===== src/mgmt_pkg.sv =====
// mgmt_pkg: shared constants for the serial management link and its indirect window
// assumes: included before the interface and both end modules
package mgmt_pkg;
  localparam int          ADDR_W         = 5;
  localparam int          DATA_W         = 16;
  localparam int          NUM_REGS       = 32;
  localparam logic [1:0]  START_CODE     = 2'h1;
  localparam logic [1:0]  OP_READ        = 2'h2;
  localparam logic [1:0]  OP_WRITE       = 2'h1;
  localparam logic [1:0]  TA_WRITE       = 2'h2;
  localparam int          HDR_BITS       = 14;
  localparam int          FRAME_BITS     = 32;
  localparam logic [4:0]  REG_CTRL       = 5'h0d;
  localparam logic [4:0]  REG_WINDOW     = 5'h0e;
  localparam int          CTRL_DEV_LSB   = 0;
  localparam int          CTRL_FN_LSB    = 14;
  localparam logic [4:0]  DEV_VENDOR     = 5'h1f;
  localparam logic [4:0]  DEV_EEE_A      = 5'h03;
  localparam logic [4:0]  DEV_EEE_B      = 5'h07;
  localparam logic [1:0]  FN_ADDR        = 2'h0;
  localparam logic [1:0]  FN_DATA        = 2'h1;
  localparam logic [1:0]  FN_DATA_INC    = 2'h2;
  localparam logic [1:0]  FN_DATA_INC_WR = 2'h3;
  localparam logic [15:0] CTRL_RESET     = 16'h0000;
  localparam logic [15:0] PTR_RESET      = 16'h0000;
  localparam int          EXT_DEPTH      = 64;
  // bench-side clock figures
  localparam int          SYS_PERIOD_NS  = 50;
  localparam int          MDC_MIN_NS     = 40;
  localparam int          MDC_HALF_CYC   = (MDC_MIN_NS + 2 * SYS_PERIOD_NS - 1) / (2 * SYS_PERIOD_NS);
  localparam int          IDLE_AFTER_RST = 1;
endpackage : mgmt_pkg


===== src/mgmt_if.sv =====
// mgmt_if: the two-wire management link between station and device
// assumes: the bench resolves the data wire from the two enables with a pull-up
`timescale 1ns/1ns
interface mgmt_if;
  logic mdc;
  logic sta_mdio_o;
  logic sta_mdio_oe;
  logic dev_mdio_o;
  logic dev_mdio_oe;
  logic mdio_i;
  modport station (output mdc, output sta_mdio_o, output sta_mdio_oe, input mdio_i);
  modport device  (input mdc, output dev_mdio_o, output dev_mdio_oe, input mdio_i);
endinterface : mgmt_if


===== src/mgmt_device.sv =====
// mgmt_device: management slave with 32 direct registers and an indirect extended window
// assumes: the station drives the clock; SYS_CLK samples the clock and data pins
//
// Strobed register access was chosen for this implementation.
`timescale 1ns/1ns
module mgmt_device
  import mgmt_pkg::*;
#(
  parameter int EXT_WORDS = EXT_DEPTH
) (
  // system
  input  wire logic                        SYS_CLK,
  input  wire logic                        RESET_N,
  // straps
  input  wire logic [mgmt_pkg::ADDR_W-1:0] BUS_ADDRESS_STRAPS,
  // link
  mgmt_if.device                           LINK,
  // status
  output logic [mgmt_pkg::ADDR_W-1:0]      BUS_ADDRESS,
  output logic [mgmt_pkg::DATA_W-1:0]      CTRL_VALUE,
  output logic [mgmt_pkg::DATA_W-1:0]      POINTER_VALUE
);
  import mgmt_pkg::*;

  initial begin
    if (EXT_WORDS < 2 || EXT_WORDS > 65536) $error("EXT_WORDS out of range");
  end

  localparam int EW = $clog2(EXT_WORDS);

  typedef enum logic [2:0] {
    S_IDLE  = 3'b000,
    S_HDR   = 3'b001,
    S_TA    = 3'b011,
    S_DATA  = 3'b010,
    S_SKIP  = 3'b110
  } dev_state_t;

  // pin synchronisers
  logic [1:0] mdc_sync_q;
  logic [1:0] mdio_sync_q;
  logic       mdc_prev_q;
  logic       rise;
  logic       fall;
  logic       bit_in;

  always_ff @(posedge SYS_CLK or negedge RESET_N) begin
    if (!RESET_N) begin
      mdc_sync_q  <= 2'h0;
      mdio_sync_q <= 2'h3;
      mdc_prev_q  <= 1'b0;
    end else begin
      mdc_sync_q  <= {mdc_sync_q[0], LINK.mdc};
      mdio_sync_q <= {mdio_sync_q[0], LINK.mdio_i};
      mdc_prev_q  <= mdc_sync_q[1];
    end
  end

  assign rise   = mdc_sync_q[1] & ~mdc_prev_q;
  assign fall   = ~mdc_sync_q[1] & mdc_prev_q;
  assign bit_in = mdio_sync_q[1];

  // strap capture one cycle after reset release
  logic strap_done_q;
  logic [ADDR_W-1:0] addr_q;
  always_ff @(posedge SYS_CLK or negedge RESET_N) begin
    if (!RESET_N) begin
      strap_done_q <= 1'b0;
      addr_q       <= '0;
    end else if (!strap_done_q) begin
      strap_done_q <= 1'b1;
      addr_q       <= BUS_ADDRESS_STRAPS;
    end
  end
  assign BUS_ADDRESS = addr_q;

  // frame receiver; state only moves on clock edges, so a stopped clock just waits
  dev_state_t         state_q;
  logic [5:0]         cnt_q;
  logic [HDR_BITS-1:0] hdr_q;
  logic [DATA_W-1:0]  shift_q;
  logic               is_read_q;
  logic               hdr_done;
  logic [1:0]         op_f;
  logic [4:0]         phy_f;
  logic [4:0]         reg_f;
  logic               do_write;

  // last register address bit: start bit plus twelve header bits
  assign hdr_done = (state_q == S_HDR) && rise && (cnt_q == 6'(HDR_BITS - 2));
  assign op_f     = hdr_q[11:10];
  assign phy_f    = hdr_q[9:5];
  assign reg_f    = hdr_q[4:0];

  logic [HDR_BITS-1:0] hdr_n;
  assign hdr_n = {hdr_q[HDR_BITS-2:0], bit_in};

  always_ff @(posedge SYS_CLK or negedge RESET_N) begin
    if (!RESET_N) begin
      state_q   <= S_IDLE;
      cnt_q     <= 6'h00;
      hdr_q     <= '0;
      is_read_q <= 1'b0;
    end else if (rise) begin
      case (state_q)
        S_IDLE: begin
          // zero bit after idle ones: first half of start code
          if (!bit_in && strap_done_q) begin
            state_q <= S_HDR;
            cnt_q   <= 6'h00;
            hdr_q   <= '0;
          end
        end
        S_HDR: begin
          hdr_q <= hdr_n;
          cnt_q <= cnt_q + 6'h01;
          if (cnt_q == 6'h00 && !bit_in) begin
            state_q <= S_IDLE;
          end else if (cnt_q == 6'(HDR_BITS - 2)) begin
            cnt_q <= 6'h00;
            if (hdr_n[9:5] == addr_q && (hdr_n[11:10] == OP_READ
                || hdr_n[11:10] == OP_WRITE)) begin
              is_read_q <= (hdr_n[11:10] == OP_READ);
              state_q   <= S_TA;
            end else begin
              state_q <= S_SKIP;
            end
          end
        end
        S_TA: begin
          cnt_q <= cnt_q + 6'h01;
          if (cnt_q == 6'h01) begin
            cnt_q   <= 6'h00;
            state_q <= S_DATA;
          end
        end
        S_DATA: begin
          cnt_q <= cnt_q + 6'h01;
          if (cnt_q == 6'(DATA_W - 1)) begin
            state_q <= S_IDLE;
          end
        end
        S_SKIP: begin
          cnt_q <= cnt_q + 6'h01;
          if (cnt_q == 6'(DATA_W + 1)) begin
            state_q <= S_IDLE;
          end
        end
        default: state_q <= S_IDLE;
      endcase
    end
  end

  assign do_write = rise && state_q == S_DATA && !is_read_q && cnt_q == 6'(DATA_W - 1);

  // register storage
  logic [DATA_W-1:0] regs_q [NUM_REGS];
  logic [DATA_W-1:0] ext_q  [EXT_WORDS];
  logic [DATA_W-1:0] ctrl_q;
  logic [DATA_W-1:0] ptr_q;
  logic [4:0]        dev_f;
  logic [1:0]        fn_f;
  logic              dev_ok;
  logic              ptr_std;
  logic [DATA_W-1:0] wdata;

  assign dev_f  = ctrl_q[CTRL_DEV_LSB +: 5];
  assign fn_f   = ctrl_q[CTRL_FN_LSB +: 2];
  assign dev_ok = (dev_f == DEV_VENDOR) || (dev_f == DEV_EEE_A)
                  || (dev_f == DEV_EEE_B);
  // vendor space low addresses alias the standard set, window regs excluded
  assign ptr_std = (dev_f == DEV_VENDOR) && (ptr_q < 16'(NUM_REGS));
  assign wdata  = {shift_q[DATA_W-2:0], bit_in};

  logic win_data;
  logic std_hit;
  assign win_data = dev_ok && fn_f != FN_ADDR;
  assign std_hit  = ptr_std && ptr_q[4:0] != REG_CTRL && ptr_q[4:0] != REG_WINDOW;

  function automatic logic [DATA_W-1:0] rd_word(input logic [4:0] r);
    logic [DATA_W-1:0] v;
    v = regs_q[r];
    if (r == REG_CTRL) v = ctrl_q;
    else if (r == REG_WINDOW) begin
      if (!dev_ok) v = '0;
      else if (fn_f == FN_ADDR) v = ptr_q;
      else if (std_hit) v = regs_q[ptr_q[4:0]];
      else if (ptr_std) v = '0;
      else v = ext_q[ptr_q[EW-1:0]];
    end
    return v;
  endfunction : rd_word

  always_ff @(posedge SYS_CLK or negedge RESET_N) begin
    if (!RESET_N) begin
      ctrl_q <= CTRL_RESET;
      ptr_q  <= PTR_RESET;
    end else begin
      if (do_write && reg_f == REG_CTRL) ctrl_q <= wdata;
      if (do_write && reg_f == REG_WINDOW && dev_ok) begin
        if (fn_f == FN_ADDR) ptr_q <= wdata;
        else if (fn_f == FN_DATA_INC || fn_f == FN_DATA_INC_WR) ptr_q <= ptr_q + 16'h0001;
      end
      if (rise && state_q == S_DATA && is_read_q && cnt_q == 6'(DATA_W - 1)
          && reg_f == REG_WINDOW && dev_ok && fn_f == FN_DATA_INC) begin
        ptr_q <= ptr_q + 16'h0001;
      end
    end
  end

  always_ff @(posedge SYS_CLK) begin
    if (do_write && reg_f != REG_CTRL && reg_f != REG_WINDOW) begin
      regs_q[reg_f] <= wdata;
    end
    if (do_write && reg_f == REG_WINDOW && win_data) begin
      if (std_hit) regs_q[ptr_q[4:0]] <= wdata;
      else if (!ptr_std) ext_q[ptr_q[EW-1:0]] <= wdata;
    end
  end

  // data shifter and driver: drive starts and data changes after the clock falls; release follows the last data rise
  logic drv_q;
  logic out_q;
  always_ff @(posedge SYS_CLK or negedge RESET_N) begin
    if (!RESET_N) begin
      shift_q <= '0;
      drv_q   <= 1'b0;
      out_q   <= 1'b1;
    end else begin
      // reads shift only on falls, writes only on rises
      if (rise && state_q == S_DATA && !is_read_q) shift_q <= wdata;
      if (hdr_done) shift_q <= rd_word(hdr_n[4:0]);
      if (fall) begin
        if (state_q == S_TA && is_read_q && cnt_q == 6'h01) begin
          drv_q <= 1'b1;
          out_q <= 1'b0;
        end else if (state_q == S_DATA && is_read_q) begin
          drv_q   <= 1'b1;
          out_q   <= shift_q[DATA_W-1];
          shift_q <= {shift_q[DATA_W-2:0], 1'b0};
        end else begin
          drv_q <= 1'b0;
          out_q <= 1'b1;
        end
      end
      if (state_q == S_IDLE || state_q == S_SKIP) drv_q <= 1'b0;
    end
  end

  assign LINK.dev_mdio_o  = out_q;
  assign LINK.dev_mdio_oe = drv_q;
  assign CTRL_VALUE       = ctrl_q;
  assign POINTER_VALUE    = ptr_q;
endmodule : mgmt_device


===== src/flat_wrapper.sv =====
// flat-port wrapper written by rule: the top's interface ports become plain ports
module mgmt_device_flat import mgmt_pkg::*;
#(
  parameter int EXT_WORDS = EXT_DEPTH
)
  (SYS_CLK, RESET_N, BUS_ADDRESS_STRAPS, BUS_ADDRESS, CTRL_VALUE, POINTER_VALUE, LINK_mdc, LINK_dev_mdio_o, LINK_dev_mdio_oe, LINK_mdio_i);
  mgmt_if LINK_i ();
  input  wire logic SYS_CLK;
  input  wire logic RESET_N;
  input  wire logic [mgmt_pkg::ADDR_W-1:0] BUS_ADDRESS_STRAPS;
  output logic [mgmt_pkg::ADDR_W-1:0] BUS_ADDRESS;
  output logic [mgmt_pkg::DATA_W-1:0] CTRL_VALUE;
  output logic [mgmt_pkg::DATA_W-1:0] POINTER_VALUE;
  input wire logic [$bits(LINK_i.mdc)-1:0] LINK_mdc;
  output wire logic [$bits(LINK_i.dev_mdio_o)-1:0] LINK_dev_mdio_o;
  output wire logic [$bits(LINK_i.dev_mdio_oe)-1:0] LINK_dev_mdio_oe;
  input wire logic [$bits(LINK_i.mdio_i)-1:0] LINK_mdio_i;
  assign LINK_i.mdc = LINK_mdc;
  assign LINK_dev_mdio_o = LINK_i.dev_mdio_o;
  assign LINK_dev_mdio_oe = LINK_i.dev_mdio_oe;
  assign LINK_i.mdio_i = LINK_mdio_i;
  mgmt_device #(.EXT_WORDS(EXT_WORDS)) u_core (.SYS_CLK(SYS_CLK), .RESET_N(RESET_N), .BUS_ADDRESS_STRAPS(BUS_ADDRESS_STRAPS), .LINK(LINK_i), .BUS_ADDRESS(BUS_ADDRESS), .CTRL_VALUE(CTRL_VALUE), .POINTER_VALUE(POINTER_VALUE));
endmodule

===== config.mk =====
export PLATFORM = sky130hd
export DESIGN_NAME = mgmt_device_flat
export DESIGN_NICKNAME = d
export VERILOG_FILES = /design/src/mgmt_pkg.sv /design/src/mgmt_if.sv /design/src/mgmt_device.sv /design/src/flat_wrapper.sv
export SDC_FILE = /design/constraint.sdc
export NUM_CORES = 2
export LEC_CHECK = 0
export BUFFER_PORTS_ARGS = -buffer_cell sky130_fd_sc_hd__buf_4
export CAP_MARGIN = 25
export CORE_MARGIN = 2
export CORE_UTILIZATION = 45
export DETAILED_ROUTE_END_ITERATION = 7
export PLACE_DENSITY = 0.65
export SYNTH_ARGS = -nofsm -noshare
export SYNTH_HDL_FRONTEND = slang
export SYNTH_SLANG_ARGS = --single-unit

===== constraint.sdc =====
create_clock -name SYS_CLK -period 3.6 [get_ports SYS_CLK]
set_clock_uncertainty 0.1 [all_clocks]
set_input_delay 0.72 -clock SYS_CLK [delete_from_list [all_inputs] [get_ports SYS_CLK]]
set_output_delay 0.72 -clock SYS_CLK [all_outputs]
set_load 0.01 [all_outputs]

**Yosys cells after proc, flatten, opt, wreduce, memory -nomap -nowiden**

Memory sizes are Yosys's and may differ from the RTL's.
Cells that the tools add are included.

- Multiplexer cells: 48
- Add/subtract/negate cells: 2
- Reduce and logical (&&, ||, !) cells: 49
- Equality and inequality tests: 29
- Bitwise logic cells: 5
- Order comparisons: 1

Operators with widths:

| kind | count |
|---|---|
| 16-bit two-way mux | 16 |
| 1-bit logical AND | 26 |
| 6-bit two-way mux | 4 |
| 6-bit case mux with 4 select lines | 1 |
| 11-bit case mux with 2 select lines | 1 |
| 3-bit two-way mux | 7 |
| 5-bit by 4-bit equality test with 1-bit output, second input constant | 4 |
| 5-bit by 4-bit != test with 1-bit output, second input constant | 4 |
| 16-bit by 1-bit adder with 16-bit output, second input constant | 1 |
| 16-bit by 6-bit < comparator with 1-bit output, second input constant | 1 |
| 1-bit two-way mux | 16 |
| 16-bit OR reduction | 1 |
| 3-bit case mux with 5 select lines | 1 |
| 6-bit by 4-bit equality test with 1-bit output, second input constant | 2 |
| 11-bit two-way mux | 1 |
| 2-bit nonzero test | 4 |
| 6-bit by 1-bit adder with 6-bit output, second input constant | 1 |
| 2-bit equality test, second input constant | 3 |
| 3-bit by 2-bit equality test with 1-bit output, second input constant | 2 |
| 6-bit by 1-bit equality test with 1-bit output, second input constant | 1 |
| 6-bit by 5-bit equality test with 1-bit output, second input constant | 1 |
| 6-bit logical NOT | 1 |
| 2-bit by 1-bit != test with 1-bit output, second input constant | 3 |
| 3-bit AND reduction | 2 |
| other kinds (22) | 30 |

- Output and inout port bits: 39
- Input port bits: 9
- Logic and storage cells: 150
- Bits in registers: 82
- Memories: 2
- Memory bits (writable): 1536

Memories:

| name | depth | bits a word | rd ports | clocked after memory_dff | write ports | line | RTL |
|---|---|---|---|---|---|---|---|
| u_core.ext_q | 64 | 16 | 1 | 0 | 1 | mgmt_device.sv:158 | `logic [DATA_W-1:0] ext_q [EXT_WORDS];` |
| u_core.regs_q | 32 | 16 | 2 | 0 | 1 | mgmt_device.sv:157 | `logic [DATA_W-1:0] regs_q [NUM_REGS];` |

**Longest topological paths before layout**

- Word-level depth: 13
- Gate-level depth with buffers: 16
- Mapped depth without buffers: 9

**Least setup slack after synthesis**

No wires, ideal clock.

- Path kind: flip-flop to flip-flop
- From: register u_core.ptr_q[0], in the netlist u_core.POINTER_VALUE[0]
- To: memory u_core.regs_q[2][0] (enable)
- Data required time: 3.112 ns
- Setup time: 0.388 ns
- Buffers on the path: 6
- Cell stages (with the launch flop): 15
- Arrival: 3.529 ns
- Clock period less this slack: 4.017 ns
- Slack: -0.417 ns
- Path through: dfrtp_1 buf_4 buf_2 inv_2 buf_2 buf_1 clkbuf_1 ha_1 o211ai_1 nand2_1 or3_1 buf_2 o32ai_2 nand2_1 nor2_1

- Longest elaborated chain between the ends: 9
- Elaborated cells on any way between the ends: 12
- Classes of those cells: order compare: 1; eq/ne: 2; mux: 5; reduce/logical: 4

Ends and longest elaborated chain:

| what | line | RTL |
|---|---|---|
| from (decl) | mgmt_device.sv:160 | `logic [DATA_W-1:0] ptr_q;` |
| from (signal assigned) | mgmt_device.sv:201 | `if (fn_f == FN_ADDR) ptr_q <= wdata;` |
| from (signal assigned) | mgmt_device.sv:202 | `else if (fn_f == FN_DATA_INC \|\| fn_f == FN_DATA_INC_WR) ptr_q <= ptr_q + 16'h0001;` |
| from (signal assigned) | mgmt_device.sv:206 | `ptr_q <= ptr_q + 16'h0001;` |
| 16-bit by 6-bit < comparator with 1-bit output | mgmt_device.sv:172 | `assign ptr_std = (dev_f == DEV_VENDOR) && (ptr_q < 16'(NUM_REGS));` |
| 1-bit logical AND | mgmt_device.sv:172 |  |
| 1-bit logical AND (2 in series) | mgmt_device.sv:178 | `assign std_hit = ptr_std && ptr_q[4:0] != REG_CTRL && ptr_q[4:0] != REG_WINDOW;` |
| 1-bit two-way mux | mgmt_device.sv:216 | `if (std_hit) regs_q[ptr_q[4:0]] <= wdata;` |
| 1-bit two-way mux | mgmt_device.sv:215 | `if (do_write && reg_f == REG_WINDOW && win_data) begin` |
| 1-bit two-way mux (not written as such) | mgmt_device.sv:216 |  |
| 16-bit OR reduction (no source line) | - |  |
| 5-bit two-way mux (no source line) or 1-bit two-way mux (tied branches) | - |  |
| to (decl) | mgmt_device.sv:157 |  |

Several ways; a longest one is shown, not always the timed one.

**Worst setup path in the final report**

- From: register u_core.mdio_sync_q[1]
- To: register u_core.shift_q[11]

- Longest elaborated chain between the ends: 7
- Elaborated cells on any way between the ends: 9
- Classes of those cells: eq/ne: 2; mux: 6; memory: 1

Ends and longest elaborated chain:

| what | line | RTL |
|---|---|---|
| from (decl) | mgmt_device.sv:41 | `logic [1:0] mdio_sync_q;` |
| from (signal assigned) | mgmt_device.sv:54 | `mdio_sync_q <= {mdio_sync_q[0], LINK.mdio_i};` |
| memory read 32 x 16 bit or 5-bit by 4-bit equality test with 1-bit output (tied branches) | - |  |
| 16-bit two-way mux | mgmt_device.sv:184 | `else if (r == REG_WINDOW) begin` |
| 16-bit two-way mux (*) | mgmt_device.sv:183 | `if (r == REG_CTRL) v = ctrl_q;` |
| 16-bit two-way mux (*) | mgmt_device.sv:232 | `if (hdr_done) shift_q <= rd_word(hdr_n[4:0]);` |
| 16-bit two-way mux | mgmt_device.sv:237 | `end else if (state_q == S_DATA && is_read_q) begin` |
| 16-bit two-way mux | mgmt_device.sv:234 | `if (state_q == S_TA && is_read_q && cnt_q == 6'h01) begin` |
| 16-bit two-way mux (*) | mgmt_device.sv:233 | `if (fall) begin` |
| to (signal assigned) | mgmt_device.sv:231 | `if (rise && state_q == S_DATA && !is_read_q) shift_q <= wdata;` |
| to (signal assigned) | mgmt_device.sv:232 |  |
| to (signal assigned) | mgmt_device.sv:240 | `shift_q <= {shift_q[DATA_W-2:0], 1'b0};` |
| to (decl) | mgmt_device.sv:81 | `logic [DATA_W-1:0] shift_q;` |

Mark *: on every way between the ends. The rest lies on a longest branch, timed or not.
A chain may end at the register's enable or synchronous reset.

==> impl_results.md <==
* Root Buffer: clkbuf_16
* Die Wd at 390 um
* Total GRT Usage at 31.3%
* Register bit count reported by yosys at 1618
* Fin Hold WS at 0.0434 ns
* Core footprint at 0.148 mm^2
* WP data arrival at 4.33 ns
* Worst Slack Setup Final at -0.108 ns
* First-pass GRT wire length at 335000 um
* Post-synth EDFFs at 1536
* Io pins at 48
* Reg clk slew, reported paths at 0.06 ns
* Hold_sp: BUS_ADDRESS_STRAPS[1]
* Slew at the pin with the worst max-slew slack at 1.11 ns
* Crit end category: flip-flop
* H-tree levels at 4
* Synth Flop Type: edfxtp_1
* Net count after synthesis at 4098
* Initial Util at 45.4%
* CTS tree: done
* Synth area leader: edfxtp_1
* Pins over their slew limit at 0
* Worst relative slew slack at 25.7%
* DR vias at 45600
* Crit Path Max Fanout at 34
* Area contributors post-synth: edfxtp_1, mux4_2, o22ai_1
* Total power draw at 40.7 mW
* Pwr per Cell Area at 514 mW/mm^2
* Layout filler cell count at 11600
* Crit Path Class: flip-flop to flip-flop
* Syn avg cell area at 16.5 um^2
* Area grow syn2layout at 17.8%
* Clock Path Buffers at 3
* Number of maximum-capacitance violations at 0
* Layout cells sized above 1 at 27.0%
* Die Ht at 390 um
* Gr ovfl total at 0
* Req. time, crit path at 4.22 ns
* Leak at 23.6 nW
* Die Area at 0.152 mm^2
* Synthesis Warnings at 0
* Count of cell types in the netlist at 100
* Port bufs at 47
* Final worst path period need at 3.71 ns
* Critical-path top delay cell: dfstp_4
* Min-delay worst type: input pin to flip-flop
* Asr flop ratio synth at 5.07%
* Worst reg2reg startpoint: u_core.mdio_sync_q[1]
* RSZ-0062 raised after global routing: true
* Clock Sink Count at 1618
* Final Hold Vio Count at 0
* Ordered cell list for the critical path: buf_12, nor2b_1, nand2b_2, o22ai_2, nor2_1, a222oi_1, nand4_1, a31o_2
* HPWL after DPL at 152000 um
* F_max at 270 MHz
* Crit start category: flip-flop
* Final net count at 4478
* Post-Route WL at 242000 um
* Vias per cell at 6.97
* Number of routed nets with antenna violations at 0
* Slowest stage delay, CP at 0.81 ns
* Period Utilization, post-route at 103%
* Mapped Cells at 4082
* Vias in the first global route at 43000
* Crit path from: u_core.mdio_sync_q[1]
* DRC marker count from the first detailed-route iteration at 8422
* Fin Setup TNS at -0.223 ns
* DP Worst Slack at -0.288 ns
* Antenna violations before repair at 17
* Register area share after synthesis at 71.7%
* Clock Latency Late Sink at 0.85 ns
* Status: complete, but fails checks
* Row cnt at 141
* Most instantiated cells after synthesis: edfxtp_1, o22ai_1, nor2_1, mux2_2, mux4_2
* RD Place Congestion at 0.964
* Yosys top cell area share at 68.6%
* Drt drc at 0
* Total CTS buffers at 164
* Most numerous cell in the Yosys netlist: edfxtp_1
* Buf/Inv on CP at 1
* Drt wl/cell at 37.0 um
* Largest net degree at the start of global routing at 75
* Cell family with most CP delay: simple AND/OR/NAND/NOR gates
* Cell Area, Synth at 0.0672 mm^2
* Final Util at 53.5%
* Pre-Repair DR Iteration Count at 6
* Peak VDD IR at 0.510 mV
* Setup Viol. Count Final at 14
* Failing checks: negative setup slack
==> final cells by class <==
type / count / area (um^2) / area share (%)
Inverter: 15 / 58.8 / 0.0743
Tap cell: 1930 / 2410 / 3.05
Timing Repair Buffer: 517 / 5170 / 6.53
Antenna cell: 9 / 22.5 / 0.0285
Multi-Input combinational cell: 2146 / 17800 / 22.5
Clock inverter: 105 / 1150 / 1.45
Clock buffer: 200 / 4260 / 5.38
Sequential cell: 1618 / 48300 / 61.0
==> repair_timing <==
item                       CTS  global route
pin swaps                    0             2
setup buffers                2             4
gates resized for setup     11             8
hold buffers                 4             0
cloned                       1             0
hold endpoints to repair    60             0
setup endpoints to repair  956           222
==> logic make-up (layout without fill, tap and decap cells) <==
logic type	after synthesis	in the layout	share of synthesized area (%)
mux	471	471	10.6
flops	1618	1618	71.7
other cells	1	10	0.00558
fa+ha+maj	7	7	0.130
xor+xnor	6	6	0.0782
simple gates	592	592	4.20
buf+inv	318	837	2.47
compound gates	1069	1069	10.8
==> sequential cells by signal (all words and copies together), names as in the netlist, 2 cells and up <==
name                  count
u_core.shift_q           16
u_core.mdio_sync_q        2
u_core.state_q            3
u_core.ext_q           1024
u_core.POINTER_VALUE     16
u_core.hdr_q             11
u_core.regs_q           512
u_core.BUS_ADDRESS        5
u_core.CTRL_VALUE        16
u_core.cnt_q              6
u_core.mdc_sync_q         2
==> per-stage QoR <==
stage / instance area (um^2) / instances
6_report: 79200 / 6540
5_1_grt: 79100 / 6531
4_1_cts: 79100 / 6526
3_5_place_dp: 73500 / 6214
3_3_place_gp: 73400 / 6210
2_1_floorplan: 67500 / 4082
==> cell usage in the layout (no fill, tap or decap), types with 14 or more instances in the layout <==
cell       instances
mux2_2           187
clkbuf_1          34
a211oi_1          32
edfxtp_1        1536
mux4_2           172
nor2b_1           18
clkbuf_16        164
dfrtp_1           55
clkinv_2          31
o22a_1            16
mux2i_1          109
nand3_1           30
nor2_4            33
nand2_1           91
o211ai_1          24
a22o_1            15
o221ai_1         107
a22oi_1           21
clkinv_1          33
a211o_1           14
a2bb2oi_1         15
o21a_1            16
nor3_1            36
dfrtp_4           19
nor4_1            30
a21oi_1          127
nor2_1           229
o21ai_0          139
o22ai_1          401
buf_12            94
buf_4            410
==> worst register-to-register path, delay by kind of cell, from the launching register on <==
kind / cells / cell delay [ns]
buffers and inverters: 1 / 0.33
AO/OA/AOI/OAI: 3 / 1.10
AND/OR/NAND/NOR: 4 / 1.26
flip-flops: 1 / 0.81
==> metal layers <==
layer | up-vias | GRT usage, % | wire length, um
met5 | - | 0 | 62
met4 | 10 | 15.7 | 14300
met3 | 772 | 10.0 | 36400
met2 | 4161 | 45.4 | 104000
met1 | 23000 | 42.4 | 87000
li1 | 17600 | - | -
==> final timing paths <==
kind                                      endpoint  depth (start not counted)  slack, ns
min reg2reg                  u_core.mdio_sync_q[1]                          0       0.25
min                          u_core.BUS_ADDRESS[1]                          2       0.04
max reg2reg                     u_core.shift_q[11]                          8      -0.11
min in group asynchronous  u_core.POINTER_VALUE[5]                          2       0.30
max in group asynchronous    u_core.BUS_ADDRESS[2]                          4       2.24
max                             u_core.shift_q[11]                          8      -0.11
==> power by group <==
| part | total, mW | switching (mW) | internal, mW |
|---|---|---|---|
| Clock | 17.1 | 7.60 | 9.51 |
| Combinational | 2.63 | 1.74 | 0.886 |
| Sequential | 21.0 | 0.262 | 20.7 |
Power figures use the tool's default switching activity.
